File: config.mk
export PLATFORM = sky130hd
export DESIGN_NAME = ccs_supervisor
export DESIGN_NICKNAME = d
export VERILOG_FILES = /design/src/ccs_pkg.sv /design/src/ccs_supervisor.sv /design/src/ccs_tick_gen.sv
export SDC_FILE = /design/constraint.sdc
export NUM_CORES = 1
export LEC_CHECK = 0
export BUFFER_PORTS_ARGS = -buffer_cell sky130_fd_sc_hd__buf_2
export CAP_MARGIN = 20
export CORE_UTILIZATION = 50
export CTS_BUF_LIST = sky130_fd_sc_hd__clkbuf_8
export CTS_CLUSTER_DIAMETER = 100
export DETAILED_ROUTE_END_ITERATION = 10
export PLACE_DENSITY = 0.78
export SYNTH_ARGS = -nofsm -noshare
export SYNTH_HDL_FRONTEND = slang
export SYNTH_SLANG_ARGS = --single-unit
File: constraint.sdc
create_clock -name clk_in -period 3.9 [get_ports clk_in]
set_clock_uncertainty 0.15 [all_clocks]
set_input_delay 0.195 -clock clk_in [delete_from_list [all_inputs] [get_ports clk_in]]
set_output_delay 0.195 -clock clk_in [all_outputs]
set_load 0.05 [all_outputs]
File: src/ccs_pkg.sv
// Shared constants, encodings and carrier types of the charge supervisor
package ccs_pkg;

   localparam int CLK_HZ = 10_000_000;

   // Timer base period and its length in clock cycles
   localparam int TICK_MS  = 1000;
   localparam int TICK_CYC = (CLK_HZ / 1000) * TICK_MS;

   // Safety and top-off durations in their own units
   localparam int SAFE_LOW_H      = 2;
   localparam int SAFE_SHORT_H    = 5;
   localparam int SAFE_LONG_H     = 10;
   localparam int TOPOFF_STEP_MIN = 15;

   // Same durations counted in timer ticks
   localparam logic [15:0] SAFE_LOW_TICKS =
      16'(SAFE_LOW_H * 3600 * 1000 / TICK_MS);
   localparam logic [15:0] SAFE_SHORT_TICKS =
      16'(SAFE_SHORT_H * 3600 * 1000 / TICK_MS);
   localparam logic [15:0] SAFE_LONG_TICKS =
      16'(SAFE_LONG_H * 3600 * 1000 / TICK_MS);
   localparam logic [11:0] TOPOFF_STEP_TICKS =
      12'(TOPOFF_STEP_MIN * 60 * 1000 / TICK_MS);

   // Interrupt pulse width and boost retry pause
   localparam int INT_US   = 256;
   localparam int RETRY_US = 400;
   localparam logic [11:0] INT_CYC   = 12'(INT_US * (CLK_HZ / 1_000_000));
   localparam logic [11:0] RETRY_CYC = 12'(RETRY_US * (CLK_HZ / 1_000_000));
   localparam logic [2:0]  BOOST_RETRIES = 3'h7;

   // Charge phase codes
   localparam logic [1:0] PH_DIS  = 2'h0;
   localparam logic [1:0] PH_PRE  = 2'h1;
   localparam logic [1:0] PH_FAST = 2'h2;
   localparam logic [1:0] PH_DONE = 2'h3;

   // Charge fault codes
   localparam logic [1:0] FLT_NONE  = 2'h0;
   localparam logic [1:0] FLT_INOV  = 2'h1;
   localparam logic [1:0] FLT_TIMER = 2'h3;

   // Input source codes forced in boost mode
   localparam logic [2:0] SRC_NONE  = 3'h0;
   localparam logic [2:0] SRC_BOOST = 3'h7;

   typedef enum logic [3:0] {
      ST_IDLE = 4'b0001,
      ST_PRE  = 4'b0010,
      ST_FAST = 4'b0100,
      ST_DONE = 4'b1000
   } ccs_state_e;

   // Comparator and pin levels from the analog side
   typedef struct packed {
      logic batt_above_rechg;
      logic batt_low;
      logic batt_below_fast;
      logic cur_below_term;
      logic input_current_limit_flag;
      logic input_voltage_limit;
      logic thermal_reg;
      logic thermistor_sense_ok;
      logic thermistor_sense_cool;
      logic thermistor_sense_warm;
      logic thermistor_sense_boost_ok;
      logic input_overvoltage_event;
      logic system_overvoltage_event;
      logic sys_at_min;
      logic boost_short;
      logic boost_overvoltage;
      logic charge_enable_pin_n;
   } ccs_pins_s;

   // Host configuration bits
   typedef struct packed {
      logic       charge_enable_bit;
      logic       term_enable;
      logic [1:0] topoff_sel;
      logic       warm_voltage_select;
      logic       cool_current_select;
      logic       safety_duration_field;
      logic       safety_timer_enable;
      logic       slow_count_enable;
      logic [2:0] input_overvoltage_select;
      logic [2:0] detected_source;
   } ccs_cfg_s;

endpackage

File: src/ccs_supervisor.sv
// Charge cycle supervisor: phases, timers, temperature, faults, interrupt
//
// Operation
// - Phase field reads 00 off, 01 precharge, 10 fast charge, 11 done.
// - Current, voltage or thermal limiting blocks termination, halves timer.
// - Terminate above recharge level, below term current; battery switch off once top-off ends.
// - Termination sets phase 11 and pulses the interrupt.
// - Termination enable low prevents termination.
// - Top-off timer follows safety timer hold and half rate.
// - Running flag high while top-off timer runs.
// - Top-off timer reset on enable rise, termination rise, register reset.
// - Top-off length captured at termination, later writes wait.
// - Interrupt on top-off start and on top-off expiry.
// - Start only inside thermistor window; outside it charging pauses.
// - Warm band uses programmed voltage or fixed 4.1 V by select bit.
// - Cool band optionally cuts current to 20 percent.
// - Boost thermistor out of range suspends boost, source 000, fault.
// - Safety time two hours when battery low, else five or ten hours by duration field.
// - Safety expiry sets fault 11 and interrupts.
// - Safety duration programmable, timer can be disabled.
// - Half-rate counting in limiting or cool band, enable bit gates it.
// - Timer held during faults, reset on charge restart.
// - Input overvoltage stops switching, fault 01, interrupt, auto resume.
// - System overvoltage at minimum stops switching, enables discharge load.
// - Boost short retries seven times, then disables boost with fault.
// - Boost overvoltage stops boost, clears enable, fault, interrupt.
`timescale 1ns/1ns
`default_nettype none
module ccs_supervisor #(
   parameter int TICK_CYC = ccs_pkg::TICK_CYC
) (
   input  wire logic                clk_in,
   input  wire logic                srst_in,
   input  wire ccs_pkg::ccs_pins_s  pins_in,
   input  wire ccs_pkg::ccs_cfg_s   cfg_in,
   input  wire logic                reg_defaults_in,
   input  wire logic                boost_wr_in,
   input  wire logic                boost_wdata_in,
   output var  logic [1:0]          charge_phase_field_out,
   output var  logic [1:0]          charge_fault_field_out,
   output var  logic                topoff_running_flag_out,
   output var  logic                thermistor_fault_flag_out,
   output var  logic                boost_fault_flag_out,
   output var  logic                boost_enable_out,
   output var  logic                boost_active_out,
   output var  logic [2:0]          input_source_field_out,
   output var  logic [2:0]          ov_threshold_sel_out,
   output var  logic                charge_active_out,
   output var  logic                battery_switch_on_out,
   output var  logic                switching_en_out,
   output var  logic                sys_discharge_out,
   output var  logic                vreg_fixed_4v1_out,
   output var  logic                ichg_cut_20pct_out,
   output var  logic                int_n_out
);

   typedef struct packed {
      ccs_pkg::ccs_pins_s  sync1;
      ccs_pkg::ccs_pins_s  sync2;
      ccs_pkg::ccs_state_e st;
      logic [15:0]         safe_cnt;
      logic                safe_fault;
      logic [11:0]         top_cnt;
      logic [11:0]         top_lim;
      logic                topoff_on;
      logic                en_q;
      logic                inov_q;
      logic [11:0]         int_cnt;
      logic                int_n;
      logic                boost_en;
      logic                boost_fault;
      logic [2:0]          retry_cnt;
      logic [11:0]         retry_wait;
      logic                boost_run;
      logic                therm_fault;
      logic [2:0]          src_field;
      logic [2:0]          ov_sel;
      logic [1:0]          phase;
      logic [1:0]          fault_field;
      logic                chg_act;
      logic                batt_sw;
      logic                sw_en;
      logic                sys_dis;
      logic                vreg_4v1;
      logic                cut_20;
   } ccs_top_s;

   ccs_top_s s;
   ccs_top_s next_s;
   ccs_pkg::ccs_pins_s p;

   logic tick;
   logic enabled;
   logic en_rise;
   logic limiting;
   logic charging;
   logic hold;
   logic slow;
   logic term_ev;
   logic top_start_ev;
   logic top_exp_ev;
   logic safe_exp_ev;
   logic inov_ev;
   logic boost_fail_ev;
   logic boost_ov_ev;
   logic any_ev;
   logic [15:0] safe_lim;

   function automatic ccs_pkg::ccs_state_e entry_state(input logic low_v);
      entry_state = low_v ? ccs_pkg::ST_PRE : ccs_pkg::ST_FAST;
   endfunction

   function automatic logic [1:0] phase_of(input ccs_pkg::ccs_state_e st);
      case (st)
         ccs_pkg::ST_PRE:  phase_of = ccs_pkg::PH_PRE;
         ccs_pkg::ST_FAST: phase_of = ccs_pkg::PH_FAST;
         ccs_pkg::ST_DONE: phase_of = ccs_pkg::PH_DONE;
         default:          phase_of = ccs_pkg::PH_DIS;
      endcase
   endfunction

   assign p        = s.sync2;
   assign enabled  = cfg_in.charge_enable_bit & ~p.charge_enable_pin_n;
   assign en_rise  = enabled & ~s.en_q;
   assign limiting = p.input_current_limit_flag | p.input_voltage_limit
                     | p.thermal_reg;
   assign charging = (s.st == ccs_pkg::ST_PRE) | (s.st == ccs_pkg::ST_FAST);
   assign hold     = p.input_overvoltage_event | ~p.thermistor_sense_ok;
   // Halving only while the enable bit allows it
   assign slow     = cfg_in.slow_count_enable
                     & (limiting | p.thermistor_sense_cool);

   // Low battery forces the two-hour limit, else the programmed one
   assign safe_lim = p.batt_low ? ccs_pkg::SAFE_LOW_TICKS
                   : (cfg_in.safety_duration_field ? ccs_pkg::SAFE_LONG_TICKS
                                                   : ccs_pkg::SAFE_SHORT_TICKS);

   // Termination needs no limiting and the enable bit
   assign term_ev = (s.st == ccs_pkg::ST_FAST) & ~hold & enabled
                    & p.batt_above_rechg & p.cur_below_term
                    & cfg_in.term_enable & ~limiting;
   assign top_start_ev = term_ev & (cfg_in.topoff_sel != 2'h0);
   assign top_exp_ev   = s.topoff_on & tick & ~en_rise & ~reg_defaults_in
                         & (s.top_cnt + 12'h001 >= s.top_lim);
   assign safe_exp_ev  = charging & enabled & tick & ~en_rise
                         & cfg_in.safety_timer_enable
                         & (s.safe_cnt + 16'h0001 >= safe_lim);
   assign inov_ev       = p.input_overvoltage_event & ~s.inov_q;
   assign boost_ov_ev   = s.boost_en & p.boost_overvoltage;
   assign boost_fail_ev = s.boost_run & p.boost_short & ~boost_ov_ev
                          & (s.retry_cnt == ccs_pkg::BOOST_RETRIES);
   assign any_ev = term_ev | top_start_ev | top_exp_ev | safe_exp_ev
                   | inov_ev | boost_fail_ev | boost_ov_ev;

   // Same tick paces both timers so top-off inherits hold and slowdown
   ccs_tick_gen #(
      .TICK_CYC (TICK_CYC)
   ) u_tick (
      .clk_in   (clk_in),
      .srst_in  (srst_in),
      .run_in   ((charging | s.topoff_on) & ~hold),
      .slow_in  (slow),
      .tick_out (tick)
   );

   always_comb begin
      next_s       = s;
      next_s.sync1 = pins_in;
      next_s.sync2 = s.sync1;
      next_s.en_q  = enabled;
      next_s.inov_q = p.input_overvoltage_event;

      // Charge sequencing
      case (s.st)
         ccs_pkg::ST_IDLE: begin
            // Start only inside the temperature window
            if (enabled & p.thermistor_sense_ok & ~s.safe_fault
                & ~p.input_overvoltage_event) begin
               next_s.st = entry_state(p.batt_below_fast);
            end
         end
         ccs_pkg::ST_PRE: begin
            if (~p.batt_below_fast) begin
               next_s.st = ccs_pkg::ST_FAST;
            end
         end
         ccs_pkg::ST_FAST: begin
            if (term_ev) begin
               next_s.st = ccs_pkg::ST_DONE;
            end
         end
         ccs_pkg::ST_DONE: begin
            // Recharge once discharged below the recharge level
            if (~s.topoff_on & ~p.batt_above_rechg) begin
               next_s.st       = entry_state(p.batt_below_fast);
               next_s.safe_cnt = 16'h0000;
            end
         end
         default: begin
            next_s.st = ccs_pkg::ST_IDLE;
         end
      endcase

      // Safety timer, held by the tick generator during faults
      if (charging & tick & cfg_in.safety_timer_enable) begin
         next_s.safe_cnt = s.safe_cnt + 16'h0001;
      end
      if (safe_exp_ev) begin
         next_s.safe_fault = 1'b1;
         next_s.st         = ccs_pkg::ST_IDLE;
      end

      // Top-off segment
      if (s.topoff_on & tick) begin
         next_s.top_cnt = s.top_cnt + 12'h001;
      end
      if (top_exp_ev) begin
         next_s.topoff_on = 1'b0;
      end
      if (term_ev) begin
         // Length captured here only
         next_s.top_cnt   = 12'h000;
         next_s.top_lim   = 12'(cfg_in.topoff_sel * ccs_pkg::TOPOFF_STEP_TICKS);
         next_s.topoff_on = top_start_ev;
      end

      // Restart clears timers and fault; disable stops the cycle
      if (en_rise) begin
         next_s.safe_cnt   = 16'h0000;
         next_s.safe_fault = 1'b0;
         next_s.top_cnt    = 12'h000;
         next_s.topoff_on  = 1'b0;
      end
      if (reg_defaults_in) begin
         next_s.top_cnt   = 12'h000;
         next_s.topoff_on = 1'b0;
      end
      if (~enabled) begin
         next_s.st        = ccs_pkg::ST_IDLE;
         next_s.topoff_on = 1'b0;
      end

      // Boost enable: host write first, hardware clears override it
      if (boost_wr_in) begin
         next_s.boost_en = boost_wdata_in;
         if (boost_wdata_in) begin
            next_s.boost_fault = 1'b0;
            next_s.retry_cnt   = 3'h0;
            next_s.retry_wait  = 12'h000;
         end
      end
      if (s.retry_wait != 12'h000) begin
         next_s.retry_wait = s.retry_wait - 12'h001;
      end
      if (s.boost_run & p.boost_short & ~boost_ov_ev) begin
         if (boost_fail_ev) begin
            next_s.boost_en    = 1'b0;
            next_s.boost_fault = 1'b1;
            next_s.retry_cnt   = 3'h0;
         end else begin
            next_s.retry_cnt  = s.retry_cnt + 3'h1;
            next_s.retry_wait = ccs_pkg::RETRY_CYC;
         end
      end
      if (boost_ov_ev) begin
         next_s.boost_en    = 1'b0;
         next_s.boost_fault = 1'b1;
      end
      // Boost pauses out of its temperature range or while retrying
      next_s.boost_run = next_s.boost_en & p.thermistor_sense_boost_ok
                         & (next_s.retry_wait == 12'h000);
      next_s.therm_fault = s.boost_en & ~p.thermistor_sense_boost_ok;
      if (s.boost_en) begin
         next_s.src_field = p.thermistor_sense_boost_ok ? ccs_pkg::SRC_BOOST
                                                        : ccs_pkg::SRC_NONE;
      end else begin
         next_s.src_field = cfg_in.detected_source;
      end

      // Merged interrupt pulse
      if (any_ev & (s.int_cnt == 12'h000)) begin
         next_s.int_cnt = ccs_pkg::INT_CYC;
      end else if (s.int_cnt != 12'h000) begin
         next_s.int_cnt = s.int_cnt - 12'h001;
      end
      next_s.int_n = (next_s.int_cnt == 12'h000);

      // Status and power-stage controls
      next_s.phase = phase_of(next_s.st);
      if (next_s.safe_fault) begin
         next_s.fault_field = ccs_pkg::FLT_TIMER;
      end else if (p.input_overvoltage_event) begin
         next_s.fault_field = ccs_pkg::FLT_INOV;
      end else begin
         next_s.fault_field = ccs_pkg::FLT_NONE;
      end
      next_s.ov_sel  = cfg_in.input_overvoltage_select;
      next_s.chg_act = ((next_s.st == ccs_pkg::ST_PRE)
                        | (next_s.st == ccs_pkg::ST_FAST) | next_s.topoff_on)
                       & ~hold;
      // Battery switch opens once the cycle is complete
      next_s.batt_sw = enabled & ~((next_s.st == ccs_pkg::ST_DONE)
                                   & ~next_s.topoff_on);
      next_s.sys_dis = p.system_overvoltage_event & p.sys_at_min;
      next_s.sw_en   = ~p.input_overvoltage_event & ~next_s.sys_dis
                       & ~boost_ov_ev;
      next_s.vreg_4v1 = p.thermistor_sense_warm
                        & cfg_in.warm_voltage_select;
      next_s.cut_20   = p.thermistor_sense_cool
                        & cfg_in.cool_current_select;
   end

   always_ff @(posedge clk_in) begin
      if (srst_in) begin
         s       <= '0;
         s.st    <= ccs_pkg::ST_IDLE;
         s.int_n <= 1'b1;
      end else begin
         s <= next_s;
      end
   end

   assign charge_phase_field_out    = s.phase;
   assign charge_fault_field_out    = s.fault_field;
   assign topoff_running_flag_out   = s.topoff_on;
   assign thermistor_fault_flag_out = s.therm_fault;
   assign boost_fault_flag_out      = s.boost_fault;
   assign boost_enable_out          = s.boost_en;
   assign boost_active_out          = s.boost_run;
   assign input_source_field_out    = s.src_field;
   assign ov_threshold_sel_out      = s.ov_sel;
   assign charge_active_out         = s.chg_act;
   assign battery_switch_on_out     = s.batt_sw;
   assign switching_en_out          = s.sw_en;
   assign sys_discharge_out         = s.sys_dis;
   assign vreg_fixed_4v1_out        = s.vreg_4v1;
   assign ichg_cut_20pct_out        = s.cut_20;
   assign int_n_out                 = s.int_n;
endmodule
`default_nettype wire

File: src/ccs_tick_gen.sv
// Timer prescaler with hold and half-rate tick
`timescale 1ns/1ns
`default_nettype none
module ccs_tick_gen #(
   parameter int TICK_CYC = ccs_pkg::TICK_CYC
) (
   input  wire logic clk_in,
   input  wire logic srst_in,
   input  wire logic run_in,
   input  wire logic slow_in,
   output var  logic tick_out
);
   localparam int W = $clog2(TICK_CYC);

   typedef struct packed {
      logic [W-1:0] cnt;
      logic         half;
      logic         tick;
   } ccs_tick_s;

   ccs_tick_s s;
   ccs_tick_s next_s;

   always_comb begin
      next_s      = s;
      next_s.tick = 1'b0;
      if (run_in) begin
         if (s.cnt == W'(TICK_CYC - 1)) begin
            next_s.cnt  = '0;
            next_s.half = ~s.half;
            // Slowed: only every other period yields a tick
            next_s.tick = ~slow_in | s.half;
         end else begin
            next_s.cnt = s.cnt + W'(1);
         end
      end
   end

   always_ff @(posedge clk_in) begin
      if (srst_in) begin
         s <= '0;
      end else begin
         s <= next_s;
      end
   end

   assign tick_out = s.tick;
endmodule
`default_nettype wire

Yosys cells after proc, flatten, opt, wreduce, memory -nomap -nowiden. Index checks and enable logic that the tools add are counted. W data, S select, Z words.

Register bits after elaboration: 154. Input port bits: 37. Logic and storage cells: 212.

$add $sub $neg: 6. Multiply operators: 1. Magnitude comparators: 2. Eq/ne operators: 9. Mux-type cells: 36. Bitwise gates (word level): 79. Reduce and logical (&&, ||, !) cells: 16.

Operator list (number): $mux W16 (5); $mux W12 (5); $and A1 B1 Y1 (43); $logic_not A12 Y1 (3); $mux W17 (2); $mux W25 (1); $add A24 B1 Y24 const B (1); $eq A24 B24 Y1 const B (1); $mux W24 (1); $reduce_bool A12 Y1 (2); $sub A12 B1 Y12 const B (2); $not A1 Y1 (21); $mux W20 (1); $mux W4 (5); $add A16 B1 Y16 const B (1); $ge A16 B16 Y1 (1); $pmux W4 S4 (1); $or A1 B1 Y1 (15); $mux W13 (1); $add A12 B1 Y12 const B (1); $ge A12 B12 Y1 (1); $mux W3 (4); $mul A2 B8 Y10 const B (1); $reduce_bool A2 Y1 (5); 13 further kinds (25).

Logic depth before layout (Yosys ltp).
Depth after elaboration: 19. Depth in mapped cells: 13.

Cells and area by module. A second synthesis with hierarchy kept.

Cells, all modules: 810. Area, all modules: 7045.5 µm².

By module, submodules not included: ccs_supervisor (times used 1, cells an instance 669, area each 5780.5 µm², sequential area each 2462.4 µm²); ccs_tick_gen (times used 1, cells an instance 141, area each 1265.0 µm², sequential area each 520.5 µm²).

Worst setup path before layout. Ideal clock, no wire load.

Path type: register to register. Start point: register s[76] in the netlist's numbering. End point: register s[37] in the netlist's numbering. Arrival: 2794 ps. Required time: 3634 ps. Setup slack: 840 ps. Cell stages (with the launch flop): 12. Buffers on the path: 0. Period minus slack after synthesis: 3060 ps. Cells stage by stage: dfxtp_1 ha_1 inv_1 nor4_1 nand3_1 xnor2_1 ha_1 nand3_1 nor4_1 o2111ai_2 and3_1 a41o_1.

Word-level cells in the longest chain between the ends: 9.

Ends and longest elaborated chain: from (decl) (RTL line ccs_supervisor.sv:88) `ccs_top_s s;`; from (signal assigned) (RTL line ccs_supervisor.sv:319) `s <= next_s;`; $add A16 B1 Y16 (RTL line ccs_supervisor.sv:147) `& (s.safe_cnt + 16'h0001 >= safe_lim);`; $ge A16 B16 Y1 (RTL line ccs_supervisor.sv:147); $and A1 B1 Y1 (RTL line ccs_supervisor.sv:147); $or A1 B1 Y1 (RTL line ccs_supervisor.sv:152) `assign any_ev = term_ev | top_start_ev | top_exp_ev | safe_exp_ev`; $or A1 B1 Y1 (3 in series) (RTL line ccs_supervisor.sv:153) `| inov_ev | boost_fail_ev | boost_ov_ev;`; $and A1 B1 Y1 (RTL line ccs_supervisor.sv:281) `if (any_ev & (s.int_cnt == 12'h000)) begin`; $mux W12 (RTL line ccs_supervisor.sv:281).

No other way between the ends. A chain may end at the register's enable or synchronous reset.

Final worst setup path. Ends and elaborated chain as after synthesis.

==> impl_metrics.env <==
export IMPL_status="finished clean"
export IMPL_crit_type="flip-flop to flip-flop"
export IMPL_dr_pass1_iters=5
export IMPL_drt_iter0_markers=365
export IMPL_crit_path_max_fanout=7
export IMPL_vias=5975
export IMPL_worstMarginPinSlew_ns=1.01
export IMPL_cts_resized=0
export IMPL_seq_area_frac_synth=0.409
export IMPL_grt_overflow=0
export IMPL_ir_worst_vdd_mv=0.435
export IMPL_cp_start_kind="flip-flop"
export IMPL_period_needed_ns=3.32
export IMPL_syn_inst=835
export IMPL_hold_viol_final=0
export IMPL_final_nets=966
export IMPL_wl_mm=15.1
export IMPL_clock_path_buffers=2
export IMPL_rows=43
export IMPL_start_util=0.520
export IMPL_cts_clk_slew_worst_paths_ns=0.09
export IMPL_ys_ff_latch=149
export IMPL_critPathRequiredTime_ns=4.10
export IMPL_num_antenna_cells=0
export IMPL_cts_sinks=149
export IMPL_p_leak_nw=3.37
export IMPL_cts_tree="done"
export IMPL_syn_area_um2=7300
export IMPL_worst_hold_slack_ns=0.115
export IMPL_globalplace_congestion=0.882
export IMPL_fin_setup_tns_ns=0
export IMPL_core_um2=14000
export IMPL_dpl_hpwl_mm=10.4
export IMPL_fin_crit_sh=0.851
export IMPL_drive_above_1_share=0.138
export IMPL_die_h_um=123
export IMPL_avgSynthCellArea_um2=8.74
export IMPL_clock_latency_ns=0.45
export IMPL_track_usage=0.214
export IMPL_grt_pass1_wl_mm=25.5
export IMPL_min_path_type="input pin to flip-flop"
export IMPL_antenna_found_initial=0
export IMPL_async_flop_share=0
export IMPL_setup_viol=0
export IMPL_p_per_area_nw_per_um2=502
export IMPL_die_w_um=123
export IMPL_cts_setup_buffers=0
export IMPL_ys_flop_type="dfxtp_1"
export IMPL_layout_common_cells="dfxtp_1, nor2_1, buf_2"
export IMPL_syn_num_nets=901
export IMPL_arrival_ns=3.52
export IMPL_drt_wirelength_per_cell_um=13.8
export IMPL_maxCapViolCount=0
export IMPL_num_io_pins=59
export IMPL_ant_nets=0
export IMPL_area_growth_pct=13.7
export IMPL_cts_inserted_buffers=17
export IMPL_fmax_mhz=301
export IMPL_portBuffers=58
export IMPL_cts_htree_levels=4
export IMPL_critPathCaptureType="flip-flop"
export IMPL_die_area_um2=15100
export IMPL_slew_headroom=0.322
export IMPL_avgViaCountPerCell=5.47
export IMPL_root_buffer="clkbuf_8"
export IMPL_grt_max_degree=49
export IMPL_synthDistinctLibCells=73
export IMPL_grt_pass1_vias=5430
export IMPL_final_max_slew_viol_count=0
export IMPL_synth_edf_count=0
export IMPL_cts_hold_buf=33
export IMPL_layout_commonest_cell="dfxtp_1"
export IMPL_drcViolationCount=0
export IMPL_rsz0062_at_grt="no"
export IMPL_ys_warnings_count=0
through the flow:
step	std cells	total power [mW]	setup WS, ns	utilization	area (µm²)
3_5_place_dp	1028	3.00	0.621	0.541	7590
5_1_grt	1093	4.44	0.260	0.591	8300
3_3_place_gp	1028	2.99	0.640	0.541	7590
2_1_floorplan	835	2.85	0.840	-	7300
4_1_cts	1093	4.18	0.580	0.591	8300
6_report	1093	4.16	0.579	0.591	8300
flip-flops by register name, indices dropped and copies added (netlist names), 2 cells and up:
signal / cells
u_tick.s: 25
input_source_field_out: 3
ov_threshold_sel_out: 3
charge_phase_field_out: 2
p: 16
next_s: 18
s: 68
path summary, 6_finish.rpt:
| check | from | endpoint | slack, ns | cells after the start |
|---|---|---|---|---|
| worst min register to register | next_s[99] | p[3] | 0.29 | 1 |
| worst max register to register | s[76] | s[37] | 0.58 | 12 |
| worst min-delay path | srst_in | boost_fault_flag_out | 0.12 | 2 |
| worst max-delay path | s[76] | s[37] | 0.58 | 12 |
final cells by class:
class | instances | area, µm²
multi-input combinational | 610 | 3960
timing repair buffer | 97 | 666
fill | 1218 | 5740
tap | 180 | 225
sequential | 149 | 2980
clock buffer | 18 | 248
inverter | 25 | 93.8
clock inverter | 14 | 133
kinds of logic (layout without fill, tap and decap cells):
kind of cell | Yosys count | in the layout | synth area share
flops | 149 | 149 | 0.409
mux | 3 | 3 | 0.00411
xor+xnor | 67 | 67 | 0.0814
fa+ha+maj | 29 | 29 | 0.0497
compound gates | 128 | 128 | 0.116
buf+inv | 76 | 154 | 0.0495
simple gates | 383 | 383 | 0.290
cell usage after synthesis, types with 3 or more instances:
| master | count | share of area |
|---|---|---|
| nor4_1 | 11 | 0.0094 |
| nor2b_1 | 43 | 0.037 |
| or2_2 | 4 | 0.0034 |
| o21ai_0 | 21 | 0.014 |
| nor3b_1 | 6 | 0.0062 |
| ha_1 | 29 | 0.050 |
| nor3_1 | 30 | 0.021 |
| mux2i_1 | 3 | 0.0041 |
| nand2_1 | 52 | 0.027 |
| buf_4 | 12 | 0.012 |
| and4_1 | 7 | 0.0084 |
| buf_6 | 3 | 0.0046 |
| inv_1 | 24 | 0.012 |
| nand2b_1 | 10 | 0.0086 |
| a22oi_1 | 9 | 0.0093 |
| o31ai_1 | 3 | 0.0031 |
| nand3b_1 | 5 | 0.0051 |
| a21oi_1 | 48 | 0.033 |
| nand4_1 | 17 | 0.015 |
| or4b_2 | 3 | 0.0041 |
| nor2_1 | 108 | 0.056 |
| o211ai_1 | 3 | 0.0031 |
| dfxtp_1 | 149 | 0.41 |
| or3_1 | 12 | 0.010 |
| xor2_1 | 37 | 0.044 |
| and3_1 | 13 | 0.011 |
| and2_1 | 5 | 0.0043 |
| buf_2 | 7 | 0.0048 |
| o21a_1 | 3 | 0.0031 |
| xnor2_1 | 29 | 0.035 |
| o221ai_1 | 4 | 0.0048 |
| buf_1 | 4 | 0.0021 |
| clkbuf_1 | 25 | 0.013 |
| a31oi_1 | 8 | 0.0069 |
| a211oi_1 | 6 | 0.0062 |
| nand3_1 | 28 | 0.019 |
| nor4b_1 | 4 | 0.0048 |
| or4_1 | 7 | 0.0072 |
critical path: stages (launching register included):
cell and delay, ns:
dfxtp_1 0.40, ha_1 0.31, inv_1 0.11, nor4_1 0.36, buf_4 0.20, nand3_1 0.09
xnor2_1 0.17, ha_1 0.31, nand3_1 0.08, nor4_1 0.23, o2111ai_2 0.31, and3_1 0.29
a41o_1 0.22
per-layer routing:
| metal | up-vias | track usage | part of all wire |
|---|---|---|---|
| li1 | 3050 | - | - |
| met1 | 2770 | 0.280 | 0.47 |
| met2 | 136 | 0.341 | 0.46 |
| met3 | 19 | 0.0507 | 0.045 |
| met4 | 0 | 0.0770 | 0.021 |
| met5 | - | 0 | 0 |
power breakdown:
group,switching (mW),internal (mW),total [mW]
registers,0.159,1.65,1.81
logic,0.677,0.526,1.20
clock network,0.661,0.490,1.15
(Power assumes the default switching activity.)
